## config.mk

```make
export PLATFORM = sky130hd
export DESIGN_NAME = adcpc_top
export DESIGN_NICKNAME = d
export VERILOG_FILES = /design/src/rtl/adcpc_pkg.sv /design/src/rtl/adcpc_math.sv /design/src/rtl/adcpc_clrseq.sv /design/src/rtl/adcpc_top.sv
export SDC_FILE = /design/constraint.sdc
export NUM_CORES = 1
export LEC_CHECK = 0
export BUFFER_PORTS_ARGS = -buffer_cell sky130_fd_sc_hd__buf_2
export CORE_MARGIN = 3
export CORE_UTILIZATION = 54
export DETAILED_ROUTE_END_ITERATION = 8
export MAX_ROUTING_LAYER = met4
export PLACE_DENSITY_LB_ADDON = 0.3
export SYNTH_ARGS = -nofsm -noshare
export SYNTH_HDL_FRONTEND = slang
export SYNTH_SLANG_ARGS = --single-unit
```

## constraint.sdc

```tcl
create_clock -name clk -period 16.68 [get_ports clk]
set_input_delay 0.834 -clock clk [delete_from_list [all_inputs] [get_ports clk]]
set_output_delay 0.834 -clock clk [all_outputs]
set_load 0.1 [all_outputs]
```

## src/rtl/adcpc_pkg.sv

```systemverilog
// ****************************************************************
// Post-conversion compute constants
// ****************************************************************
package adcpc_pkg;
   localparam int RES_W  = 12;
   localparam int ACC_W  = 18;
   localparam int CNT_W  = 8;
   localparam int SH_W   = 3;
   localparam int MODE_W = 3;
   localparam int AW     = 8;
   localparam int BYTE_W = 8;

   // Largest 18-bit sum; compared against a 20-bit signed sum
   localparam logic [ACC_W+1:0] ACC_MAX = 20'h3FFFF;
   localparam logic [CNT_W-1:0] CNT_SAT = 8'hFF;

   // Accumulator clear duration in clock cycles
   localparam int CLR_CYCLES = 5;

   typedef enum logic [MODE_W-1:0] {
      MD_BASIC = 3'h0,
      MD_ACCUM = 3'h1,
      MD_AVG   = 3'h2,
      MD_BURST = 3'h3,
      MD_LPF   = 3'h4
   } adcpc_mode_t;

   // Register byte offsets
   localparam logic [AW-1:0] OFS_CTRL = 8'h00;
   localparam logic [AW-1:0] OFS_RPT  = 8'h04;
   localparam logic [AW-1:0] OFS_STAT = 8'h08;
   localparam logic [AW-1:0] OFS_ACCL = 8'h0C;
   localparam logic [AW-1:0] OFS_ACCH = 8'h10;
   localparam logic [AW-1:0] OFS_ACCU = 8'h14;
   localparam logic [AW-1:0] OFS_CNT  = 8'h18;
   localparam logic [AW-1:0] OFS_FLT  = 8'h1C;
   localparam logic [AW-1:0] OFS_RES  = 8'h20;

   // Control register fields
   localparam int CTL_MODE_LSB  = 0;
   localparam int CTL_SHIFT_LSB = 4;
   localparam int CTL_DSE_BIT   = 8;
   localparam int CTL_CLR_BIT   = 9;

   // Status register fields
   localparam int ST_DONE_BIT   = 0;
   localparam int ST_THR_BIT    = 1;
   localparam int ST_OVF_BIT    = 2;
   localparam int ST_SECOND_BIT = 3;
   localparam int ST_BUSY_BIT   = 4;

   // Reset values
   localparam logic [SH_W-1:0]  SHIFT_RST = 3'h0;
   localparam logic [CNT_W-1:0] RPT_RST   = 8'h00;
endpackage

```

## src/rtl/adcpc_math.sv

```systemverilog
`timescale 1ns/1ps
// ****************************************************************
// Accumulator datapath
// ****************************************************************
module adcpc_math (
   input  wire logic [adcpc_pkg::MODE_W-1:0] mode,    // Computation mode
   input  wire logic [adcpc_pkg::SH_W-1:0]   shift,   // Right shift count
   input  wire logic                         dse,     // Double sample enable
   input  wire logic [adcpc_pkg::RES_W-1:0]  res,     // Current result
   input  wire logic [adcpc_pkg::RES_W-1:0]  prev,    // Previous result
   input  wire logic [adcpc_pkg::ACC_W-1:0]  acc,     // Accumulator base
   output logic      [adcpc_pkg::ACC_W-1:0]  acc_nxt, // Updated accumulator
   output logic                              ovf,     // Sum above 18-bit range
   output logic      [adcpc_pkg::ACC_W-1:0]  scaled   // Shifted accumulator
);
   logic signed [adcpc_pkg::RES_W+1:0] term;
   logic signed [adcpc_pkg::ACC_W+1:0] sum;

   always_comb begin
      if (dse) begin
         term = $signed({2'b00, res}) - $signed({2'b00, prev});
      end else begin
         term = $signed({2'b00, res});
      end
      sum = $signed({2'b00, acc})
          + $signed({{(adcpc_pkg::ACC_W - adcpc_pkg::RES_W){term[adcpc_pkg::RES_W+1]}}, term});
      if (mode == adcpc_pkg::MD_LPF) begin
         sum = sum - $signed({2'b00, acc >> shift});
      end
      // Negative sums wrap; only the upper bound is flagged
      ovf     = sum > $signed(adcpc_pkg::ACC_MAX);
      acc_nxt = sum[adcpc_pkg::ACC_W-1:0];
      scaled  = acc_nxt >> shift;
   end
endmodule // adcpc_math

```

## src/rtl/adcpc_clrseq.sv

```systemverilog
`timescale 1ns/1ps
// ****************************************************************
// Accumulator clear sequencer
// ****************************************************************
module adcpc_clrseq (
   input  wire logic clk,   // Block clock
   input  wire logic rst,   // Async reset, active high
   input  wire logic start, // Begin a clear
   output logic      busy,  // Clear in progress
   output logic      done   // Last cycle of clear
);
   localparam int CW = $clog2(adcpc_pkg::CLR_CYCLES);
   localparam logic [CW-1:0] LAST = CW'(adcpc_pkg::CLR_CYCLES - 1);

   logic [CW-1:0] cnt_r;
   logic          busy_r;

   always_ff @(posedge clk or posedge rst) begin
      if (rst) begin
         busy_r <= 1'b0;
         cnt_r  <= '0;
      end else if (!busy_r && start) begin
         busy_r <= 1'b1;
         cnt_r  <= '0;
      end else if (busy_r) begin
         if (cnt_r == LAST) begin
            busy_r <= 1'b0;
         end
         cnt_r <= cnt_r + 1'b1;
      end
   end

   assign busy = busy_r;
   assign done = busy_r && (cnt_r == LAST);
endmodule // adcpc_clrseq

```

## src/rtl/adcpc_top.sv

```systemverilog
// The implementer's own choices: the placing of the registers and the APB slave port.
`timescale 1ns/1ps
// ****************************************************************
// ****************************************************************
module adcpc_top (
   input  wire logic                          clk,           // 20 MHz clock
   input  wire logic                          rst,           // Async reset, active high
   input  wire logic [adcpc_pkg::AW-1:0]      paddr,         // APB address
   input  wire logic                          psel,          // APB select
   input  wire logic                          penable,       // APB enable
   input  wire logic                          pwrite,        // APB write
   input  wire logic [31:0]                   pwdata,        // APB write data
   output logic      [31:0]                   prdata,        // APB read data
   output logic                               pready,        // APB ready
   output logic                               pslverr,       // APB error
   input  wire logic                          trigger,       // Go or external start
   input  wire logic                          conv_valid,    // Conversion finished
   input  wire logic [adcpc_pkg::RES_W-1:0]   conv_result,   // Conversion result
   input  wire logic                          threshold_met, // Threshold condition
   output logic                               retrigger,     // Self-started conversion
   output logic                               threshold_test,       // Test performed
   output logic                               conversion_done_flag, // Done flag
   output logic                               threshold_irq_flag    // Threshold flag
);
   // ****************************************************************
   // Registers and state
   // ****************************************************************
   adcpc_pkg::adcpc_mode_t                computation_mode_select;
   logic [adcpc_pkg::SH_W-1:0]            shift_select_r;
   logic                                  double_sample_enable_r;
   logic                                  clr_req_r;
   logic [adcpc_pkg::CNT_W-1:0]           rpt_r;
   logic [adcpc_pkg::CNT_W-1:0]           cnt_r;
   logic [adcpc_pkg::ACC_W-1:0]           acc_r;
   logic [adcpc_pkg::ACC_W-1:0]           flt_r;
   logic [adcpc_pkg::RES_W-1:0]           res_r;
   logic                                  second_r;
   logic                                  done_r;
   logic                                  thr_r;
   logic                                  ovf_r;
   logic                                  retrig_r;
   logic                                  test_r;
   logic                                  pready_r;
   logic                                  pslverr_r;
   logic [31:0]                           prdata_r;
   logic [31:0]                           rd_data;
   logic                                  rd_hit;
   logic                                  acc_ph;
   logic                                  wr_en;
   logic                                  wr_ctrl;
   logic                                  wr_stat;
   logic                                  busy;
   logic                                  clr_done;
   logic                                  upd;
   logic                                  first_half;
   logic                                  trig_clr;
   logic                                  accumulating;
   logic                                  test_due;
   logic [adcpc_pkg::ACC_W-1:0]           acc_base;
   logic [adcpc_pkg::CNT_W-1:0]           cnt_base;
   logic [adcpc_pkg::CNT_W-1:0]           cnt_new;
   logic [adcpc_pkg::ACC_W-1:0]           m_acc;
   logic [adcpc_pkg::ACC_W-1:0]           m_scaled;
   logic                                  m_ovf;

   // ****************************************************************
   // APB slave
   // ****************************************************************
   assign acc_ph  = psel && penable;
   assign wr_en   = acc_ph && pwrite && pready_r;
   assign wr_ctrl = wr_en && (paddr == adcpc_pkg::OFS_CTRL);
   assign wr_stat = wr_en && (paddr == adcpc_pkg::OFS_STAT);

   // One wait state so read data can come from a flop
   always_ff @(posedge clk or posedge rst) begin
      if (rst) begin
         pready_r <= 1'b0;
      end else begin
         pready_r <= acc_ph && !pready_r;
      end
   end

   always_ff @(posedge clk or posedge rst) begin
      if (rst) begin
         prdata_r  <= 32'h00000000;
         pslverr_r <= 1'b0;
      end else if (acc_ph && !pready_r) begin
         prdata_r  <= pwrite ? 32'h00000000 : rd_data;
         pslverr_r <= !rd_hit;
      end
   end

   always_comb begin
      rd_data = 32'h00000000;
      rd_hit  = 1'b1;
      case (paddr)
         adcpc_pkg::OFS_CTRL: begin
            rd_data[adcpc_pkg::CTL_MODE_LSB +: adcpc_pkg::MODE_W] = computation_mode_select;
            rd_data[adcpc_pkg::CTL_SHIFT_LSB +: adcpc_pkg::SH_W]  = shift_select_r;
            rd_data[adcpc_pkg::CTL_DSE_BIT] = double_sample_enable_r;
            rd_data[adcpc_pkg::CTL_CLR_BIT] = clr_req_r;
         end
         adcpc_pkg::OFS_RPT:  rd_data[adcpc_pkg::CNT_W-1:0] = rpt_r;
         adcpc_pkg::OFS_STAT: begin
            rd_data[adcpc_pkg::ST_DONE_BIT]   = done_r;
            rd_data[adcpc_pkg::ST_THR_BIT]    = thr_r;
            rd_data[adcpc_pkg::ST_OVF_BIT]    = ovf_r;
            rd_data[adcpc_pkg::ST_SECOND_BIT] = second_r;
            rd_data[adcpc_pkg::ST_BUSY_BIT]   = busy;
         end
         adcpc_pkg::OFS_ACCL: rd_data[adcpc_pkg::BYTE_W-1:0] = acc_r[adcpc_pkg::BYTE_W-1:0];
         adcpc_pkg::OFS_ACCH: begin
            rd_data[adcpc_pkg::BYTE_W-1:0] = acc_r[2*adcpc_pkg::BYTE_W-1:adcpc_pkg::BYTE_W];
         end
         adcpc_pkg::OFS_ACCU: begin
            rd_data[adcpc_pkg::ACC_W-2*adcpc_pkg::BYTE_W-1:0] =
               acc_r[adcpc_pkg::ACC_W-1:2*adcpc_pkg::BYTE_W];
         end
         adcpc_pkg::OFS_CNT:  rd_data[adcpc_pkg::CNT_W-1:0] = cnt_r;
         adcpc_pkg::OFS_FLT:  rd_data[adcpc_pkg::ACC_W-1:0] = flt_r;
         adcpc_pkg::OFS_RES:  rd_data[adcpc_pkg::RES_W-1:0] = res_r;
         default:             rd_hit = 1'b0;
      endcase
   end

   // ****************************************************************
   // Control registers
   // ****************************************************************
   always_ff @(posedge clk or posedge rst) begin
      if (rst) begin
         computation_mode_select <= adcpc_pkg::MD_BASIC;
         shift_select_r          <= adcpc_pkg::SHIFT_RST;
         double_sample_enable_r  <= 1'b0;
         rpt_r                   <= adcpc_pkg::RPT_RST;
      end else begin
         if (wr_ctrl) begin
            computation_mode_select <= adcpc_pkg::adcpc_mode_t'(
               pwdata[adcpc_pkg::CTL_MODE_LSB +: adcpc_pkg::MODE_W]);
            shift_select_r          <= pwdata[adcpc_pkg::CTL_SHIFT_LSB +: adcpc_pkg::SH_W];
            double_sample_enable_r  <= pwdata[adcpc_pkg::CTL_DSE_BIT];
         end
         if (wr_en && (paddr == adcpc_pkg::OFS_RPT)) begin
            rpt_r <= pwdata[adcpc_pkg::CNT_W-1:0];
         end
      end
   end

   // Writing zero never aborts a clear already requested
   always_ff @(posedge clk or posedge rst) begin
      if (rst) begin
         clr_req_r <= 1'b0;
      end else begin
         clr_req_r <= (wr_ctrl && pwdata[adcpc_pkg::CTL_CLR_BIT])
                   || (clr_req_r && !clr_done);
      end
   end

   adcpc_clrseq u_clrseq (
      .clk   (clk),
      .rst   (rst),
      .start (clr_req_r),
      .busy  (busy),
      .done  (clr_done)
   );

   // ****************************************************************
   // Computation
   // ****************************************************************
   always_comb begin
      upd          = conv_valid && !busy;
      first_half   = double_sample_enable_r && !second_r;
      accumulating = computation_mode_select != adcpc_pkg::MD_BASIC;
      trig_clr     = trigger && !busy
                   && (((computation_mode_select == adcpc_pkg::MD_AVG) && (cnt_r >= rpt_r))
                   || (computation_mode_select == adcpc_pkg::MD_BURST));
      acc_base     = trig_clr ? '0 : acc_r;
      cnt_base     = trig_clr ? '0 : cnt_r;
      cnt_new      = (cnt_base == adcpc_pkg::CNT_SAT) ? cnt_base : cnt_base + 1'b1;
      if (computation_mode_select inside {adcpc_pkg::MD_BASIC, adcpc_pkg::MD_ACCUM}) begin
         test_due = upd && !first_half;
      end else begin
         test_due = upd && !first_half && (cnt_new >= rpt_r);
      end
   end

   adcpc_math u_math (
      .mode    (computation_mode_select),
      .shift   (shift_select_r),
      .dse     (double_sample_enable_r),
      .res     (conv_result),
      .prev    (res_r),
      .acc     (acc_base),
      .acc_nxt (m_acc),
      .ovf     (m_ovf),
      .scaled  (m_scaled)
   );

   // Conversions arriving during a clear are dropped
   always_ff @(posedge clk or posedge rst) begin
      if (rst) begin
         acc_r <= '0;
         cnt_r <= '0;
         ovf_r <= 1'b0;
      end else if (clr_done) begin
         acc_r <= '0;
         cnt_r <= '0;
         ovf_r <= 1'b0;
      end else if (upd && accumulating) begin
         acc_r <= m_acc;
         cnt_r <= cnt_new;
         if (m_ovf) begin
            ovf_r <= 1'b1;
         end
      end else if (trig_clr) begin
         acc_r <= '0;
         cnt_r <= '0;
      end
   end

   always_ff @(posedge clk or posedge rst) begin
      if (rst) begin
         res_r    <= '0;
         second_r <= 1'b0;
      end else if (upd) begin
         res_r    <= conv_result;
         second_r <= first_half;
      end else if (!double_sample_enable_r) begin
         second_r <= 1'b0;
      end
   end

   always_ff @(posedge clk or posedge rst) begin
      if (rst) begin
         flt_r <= '0;
      end else if (test_due && accumulating) begin
         flt_r <= (computation_mode_select == adcpc_pkg::MD_LPF) ? m_acc : m_scaled;
      end
   end

   // Hardware set wins over a software clear in the same cycle
   always_ff @(posedge clk or posedge rst) begin
      if (rst) begin
         done_r   <= 1'b0;
         thr_r    <= 1'b0;
         test_r   <= 1'b0;
         retrig_r <= 1'b0;
      end else begin
         done_r   <= (upd && (accumulating || !first_half))
                  || (done_r && !(wr_stat && pwdata[adcpc_pkg::ST_DONE_BIT]));
         thr_r    <= (test_due && threshold_met)
                  || (upd && accumulating && m_ovf)
                  || (thr_r && !(wr_stat && pwdata[adcpc_pkg::ST_THR_BIT]));
         test_r   <= test_due;
         retrig_r <= upd && (computation_mode_select == adcpc_pkg::MD_BURST)
                  && (first_half || (cnt_new < rpt_r));
      end
   end

   assign prdata               = prdata_r;
   assign pready               = pready_r;
   assign pslverr              = pslverr_r;
   assign retrigger            = retrig_r;
   assign threshold_test       = test_r;
   assign conversion_done_flag = done_r;
   assign threshold_irq_flag   = thr_r;
endmodule // adcpc_top

```

; ---- Word-level counts from Yosys, hierarchy flattened
; Cells that the tools add are included.
[word_totals]
output_inout_bits = 38
regBits = 116
inputBits = 60
[op_classes]
reduce_logical = 53
shift = 2
mux = 32
n_eq_ne = 15
addsub = 5
n_lt_le_gt_ge = 4
[op_table]
columns = op, count
row1 = $mux W18, 5
row2 = $shr A18 B3 Y18, 2
row3 = $eq A8 B5 Y1 const B, 4
row4 = $mux W8, 4
row5 = $logic_and A1 B1 Y1, 29
row6 = $add A19 B14 Y20, 1
row7 = $gt A20 B19 Y1 const B, 1
row8 = $mux W20, 1
row9 = $sub A20 B19 Y20, 1
row10 = $pmux W2 S9, 1
row11 = $eq A8 B4 Y1 const B, 2
row12 = $ge A8 B8 Y1, 2
row13 = $pmux W1 S8, 2
row14 = $mux W14, 1
row15 = $pmux W2 S7, 1
row16 = $sub A12 B12 Y13, 1
row17 = $mux W1, 10
row18 = $reduce_or A9 Y1, 1
row19 = $add A8 B1 Y8 const B, 1
row20 = $eq A8 B3 Y1 const B, 1
row21 = $eq A8 B6 Y1 const B, 1
row22 = $eq A8 B8 Y1 const B, 1
row23 = $logic_not A1 Y1, 8
row24 = $logic_not A8 Y1, 1
row25 = 17 further kinds, 29

; ---- Longest topological paths before layout
[depth]
depth_word = 13
depth_mapped = 34
depth_no_buf = 33

; ---- Cells and area by module
; Synthesis repeated with hierarchy kept, for this count alone.
[hier_totals]
cells_unflattened = 1150
hier_area_um2 = 9749.4
[modules_own_cells]
columns = mod, seq_area_each_um2, area_each_um2, cells_per_inst, instances
row1 = adcpc_top, 2452.4, 5637.9, 583, 1
row2 = adcpc_math, 0.0, 3896.2, 549, 1
row3 = adcpc_clrseq, 100.1, 215.2, 18, 1

; ---- Worst setup path after synthesis
; OpenSTA, ideal clock, no wires.
[synth_timing]
path_kind = input to register
from = input conv_result[0] (netlist name)
to = register thr_r, in the netlist threshold_irq_flag
path_slack_ns = 9.910
arrival_ns = 6.692
t_required_ns = 16.602
stages = 31
n_path_buf = 2
cell_sequence = inv_1 ha_1 inv_1 fa_1 nand2_1 nand2_1 a21oi_1 o21ai_0 a21oi_1 o21ai_0 a21oi_1 o21ai_0 or3_1 a31o_2 ha_1 clkbuf_1 a21o_1 a211oi_1 o311a_1 o31ai_1 xor2_1 ha_1 clkbuf_1 nand4_1 a2111oi_0 o21ai_1 nor2b_1 maj3_1 a211oi_1 a222oi_1 o21ai_1
[synth_between]
elab_chain_cells = 9
[synth_rtl]
columns = item, line
row1 = from (decl), adcpc_top.sv:18  ; input wire logic [adcpc_pkg::RES_W-1:0] conv_result,
row2 = $sub A12 B12 Y13, adcpc_math.sv:21  ; term = $signed({2'b00, res}) - $signed({2'b00, prev});
row3 = $mux W14 *, adcpc_math.sv:20  ; if (dse) begin
row4 = $add A19 B14 Y20 *, adcpc_math.sv:26  ; + $signed({{(adcpc_pkg::ACC_W - adcpc_pkg::RES_W){term[adcpc_pkg::RES_W+1]}}, term});
row5 = $sub A20 B19 Y20, adcpc_math.sv:28  ; sum = sum - $signed({2'b00, acc >> shift});
row6 = $mux W20 *, adcpc_math.sv:27  ; if (mode == adcpc_pkg::MD_LPF) begin
row7 = $gt A20 B19 Y1 *, adcpc_math.sv:31  ; ovf = sum > $signed(adcpc_pkg::ACC_MAX);
row8 = $logic_and A1 B1 Y1 *, adcpc_top.sv:251  ; || (upd && accumulating && m_ovf)
row9 = $logic_or A1 B1 Y1 *, adcpc_top.sv:251
row10 = $logic_or A1 B1 Y1 *, adcpc_top.sv:252  ; || (thr_r && !(wr_stat && pwdata[adcpc_pkg::ST_THR_BIT]));
row11 = to (signal assigned), adcpc_top.sv:250  ; thr_r <= (test_due && threshold_met)
row12 = to (decl), adcpc_top.sv:39  ; logic thr_r;
; Every way passes the cells marked *; elsewhere a longest branch is shown, timed or not.
; A chain may end at the register's enable or synchronous reset.

; ---- Final worst setup path
[layout_timing]
from = register rpt_r[0] (netlist name)
to = register flt_r[11] (netlist name)
[layout_between]
elab_chain_cells = 11
[layout_rtl]
columns = item, line
row1 = from (decl), adcpc_top.sv:32  ; logic [adcpc_pkg::CNT_W-1:0] rpt_r;
row2 = from (signal assigned), adcpc_top.sv:134  ; rpt_r <= adcpc_pkg::RPT_RST;
row3 = from (signal assigned), adcpc_top.sv:143  ; rpt_r <= pwdata[adcpc_pkg::CNT_W-1:0];
row4 = "parallel branches: the longest is 11 deep, another holds $add A19 B14 Y20", n/a
row5 = to (signal assigned), adcpc_top.sv:236  ; flt_r <= (computation_mode_select == adcpc_pkg::MD_LPF) ? m_acc : m_scaled;
row6 = to (decl), adcpc_top.sv:35  ; logic [adcpc_pkg::ACC_W-1:0] flt_r;
; Parallel ways; which one is timed is not known.

==> results.txt <==
Status -> completed
R2r startpoint -> rpt_r[0]$_DFFE_PP0P_
Reg-to-reg slack, setup -> 8.43 ns
Vias in the first global route -> 8771
Drt initial violations -> 1116
Sequential area share after synthesis -> 26.0%
Clock latency on the worst-skew pair -> 0.36 ns
Clock-pin slew on the worst setup and hold paths -> 0.07 ns
Hold crit path type -> register to register
Number of flops mapped to enable cells by yosys -> 0
Critical path class -> register to register
Routed wire per std cell -> 20.0 um
Fin cells -> 1494
Die width -> 141 um
Diode count -> 0
Critical path depth -> 26
Initial DRT Pass Iterations -> 6
Post-Syn Area -> 0.00981 mm2
Fin. max-slew vios -> 0
Total number of vias -> 9567
Clock sinks -> 102
Main combinational cell family by area after synthesis -> compound AO/OA/AOI/OAI gates
Compound-Gate Fraction of Synth Area -> 24.6%
Top cells by area, synth -> dfrtp_1, ha_1, nand2_1
XOR/XNOR Fraction of Synth Area -> 4.63%
CP endpoint -> flt_r[11]$_DFFE_PP0P_
Setup Skew -> 0.00782 ns
Synth Area in Simple Gates -> 21.3%
Setup_tns -> 0 ns
CP Launch Type -> register
Setup bufs post-CTS -> 0
Detailed Place HPWL -> 22.9 mm
Async SR Flop Fraction -> 100%
Max VDD drop -> 0.0000671 V
Setup violations, final -> 0
Total gr overflow -> 0
Critical path endpoint category -> register
Yosys warns -> 0
Top FF cell, synth -> dfrtp_1
Buf+Inv Stages, Crit Path -> 2
Fin area -> 0.0105 mm2
Most numerous cell in the Yosys netlist -> nand2_1
Top-area cell type share of the netlist area -> 26.0%
IO Pins -> 98
Worst-Margin Slew -> 1.13 ns
Most frequent CP cell -> ha_1
Period utilisation layout -> 49.5%
Post-synthesis mux area share -> 8.46%
Largest delay share family, worst path -> compound AO/OA/AOI/OAI gates
Worst Path Max Fanout -> 33
Fin Hold WS -> 0.461 ns
RSZ-0062 raised after global routing -> no
Crit path DAT -> 8.46 ns
DRC Markers -> 0
Critical Path RT -> 16.89 ns
Overall Global Routing Usage -> 30.9%
Period minus WS final -> 8.25 ns
Initial antenna violation count -> 0
Largest net degree at the start of global routing -> 59
Share of post-route cells with drive strength above 1 -> 12.7%
Starting density of the core -> 55.9%
Leakage dissipation -> 4.80 nW
Area Growth Syn to Fin -> 7.12%
Synth cell count leaders -> nand2_1, nor2_1, dfrtp_1
FF-to-FF path depth -> 26
Worst path max stage delay -> 0.81 ns
Height of the die -> 141 um
Cell variety after synth -> 91
Maximum clock path buffer count -> 2
Placed Cells -> 1478
Number of port buffers -> 61
Avg Inst Size Synth -> 7.88 um2
Achievable clock frequency -> 121 MHz
Cts bufs inserted -> 9
Die footprint -> 0.0198 mm2
# resized after CTS -> 0
Placer Congestion -> 0.973
Hold buffers post-CTS -> 0
CTS tree -> built
First-pass GRT wire length -> 47.8 mm
Clock root buffer -> clkbuf_16
CP Launch Point -> rpt_r[0]$_DFFE_PP0P_
Core area -> 0.0175 mm2
DR vias/cell -> 6.40
Final wirelength -> 29.9 mm
PwrDens -> 72.4 mW/mm2
Max-cap violations -> 0
Slowest cell on crit path -> a2111oi_2
Flops & latches, synth -> 102
Cell Rows -> 48
Crit Reg-Reg Endpoint -> flt_r[11]$_DFFE_PP0P_
Adder-Cell Fraction of Synth Area -> 9.09%
Placed Area -> 0.0102 mm2
H-tree depth -> 3
Layout net count -> 1391
Syn Inst Count -> 1244
Hold Fails Final Rpt -> 0
Slew headroom -> 24.6%
Synth area leader -> dfrtp_1
Final antenna-violating net count -> 0
==> where the power goes <==
group	switching, mW	internal, mW	leakage [nW]
Combinational	0.164	0.0980	3.32
Sequential	0.0153	0.262	1.33
Clock	0.102	0.119	0.150
==> worst min path at each step <==
stage / startpoint / endpoint / slack (ns) / cells past startpoint
2_1_floorplan: flt_r[2]$_DFFE_PP0P_ / flt_r[2]$_DFFE_PP0P_ / 0.45 / 2
3_3_place_gp: prdata[12]$_DFFE_PP0P_ / prdata[12]$_DFFE_PP0P_ / 0.45 / 2
3_5_place_dp: prdata[14]$_DFFE_PP0P_ / prdata[14]$_DFFE_PP0P_ / 0.45 / 2
4_1_cts: prdata[14]$_DFFE_PP0P_ / prdata[14]$_DFFE_PP0P_ / 0.47 / 2
5_1_grt: prdata[2]$_DFFE_PP0P_ / prdata[2]$_DFFE_PP0P_ / 0.51 / 2
6_report: prdata[14]$_DFFE_PP0P_ / prdata[14]$_DFFE_PP0P_ / 0.46 / 2
==> registers in the layout, summed over array words and instances, names as in the netlist, 3 cells and up <==
name and cells:
acc_r 18, flt_r 18, prdata 18, res_r 12, cnt_r 8, rpt_r 8
computation_mode_select 3, shift_select_r 3, u_clrseq.cnt_r 3
==> area by class of cell <==
type | count | area [um2]
fillers | 1637 | 7030
multi-input cells | 1018 | 6740
flip-flops and latches | 102 | 2550
well taps | 225 | 282
clock inverters | 6 | 72.6
repair buffers | 74 | 403
clock buffers | 10 | 229
inverters | 59 | 224
==> cell usage in the layout, fill, tap and decap left out, drive strengths merged, types with 34 or more instances in the layout <==
cell type,count
xnor2,34
inv,62
o21ai,103
nand3,40
mux2,34
nand2,154
ha,64
nor2,135
buf,74
a21oi,72
dfrtp,102
==> through the flow <==
stage,power (mW),setup slack (ns),util (%)
global placement,0.533,8.59,58.2
floorplan,0.481,9.91,-
detailed placement,0.538,8.63,58.2
global route,0.801,8.20,59.9
CTS,0.756,8.69,59.9
finish,0.761,8.43,59.9
==> metal layers <==
metal	part of all wire [%]	vias to the layer above	routed length, um	global-route usage [%]
met5	0	-	0	-
met4	2.3	0	692	8.16
met3	8.2	36	2450	4.10
met2	45	460	13500	46.8
met1	44	4579	13300	44.0
li1	-	4492	-	-
==> cells by family (layout without fill, tap and decap cells) <==
group,after synthesis,count (layout)
AOI/OAI and AO/OA,357,357
xor gates and xnor gates,51,51
adders and majority gates,70,70
buffers and inverters,137,149
DFF,102,102
muxes,72,72
other,1,14
and+or+nand+nor,454,454
==> worst reg2reg max path, delay by kind of cell, from the launching register on <==
| kind | cells | cell delay [ns] |
|---|---|---|
| buffers and inverters | 2 | 0.42 |
| XOR/XNOR | 1 | 0.22 |
| adder cells (fa/ha/maj) | 4 | 1.28 |
| AO/OA/AOI/OAI | 10 | 3.68 |
| flip-flops | 1 | 0.44 |
| AND/OR/NAND/NOR | 9 | 2.06 |
(Power assumes the default switching activity.)
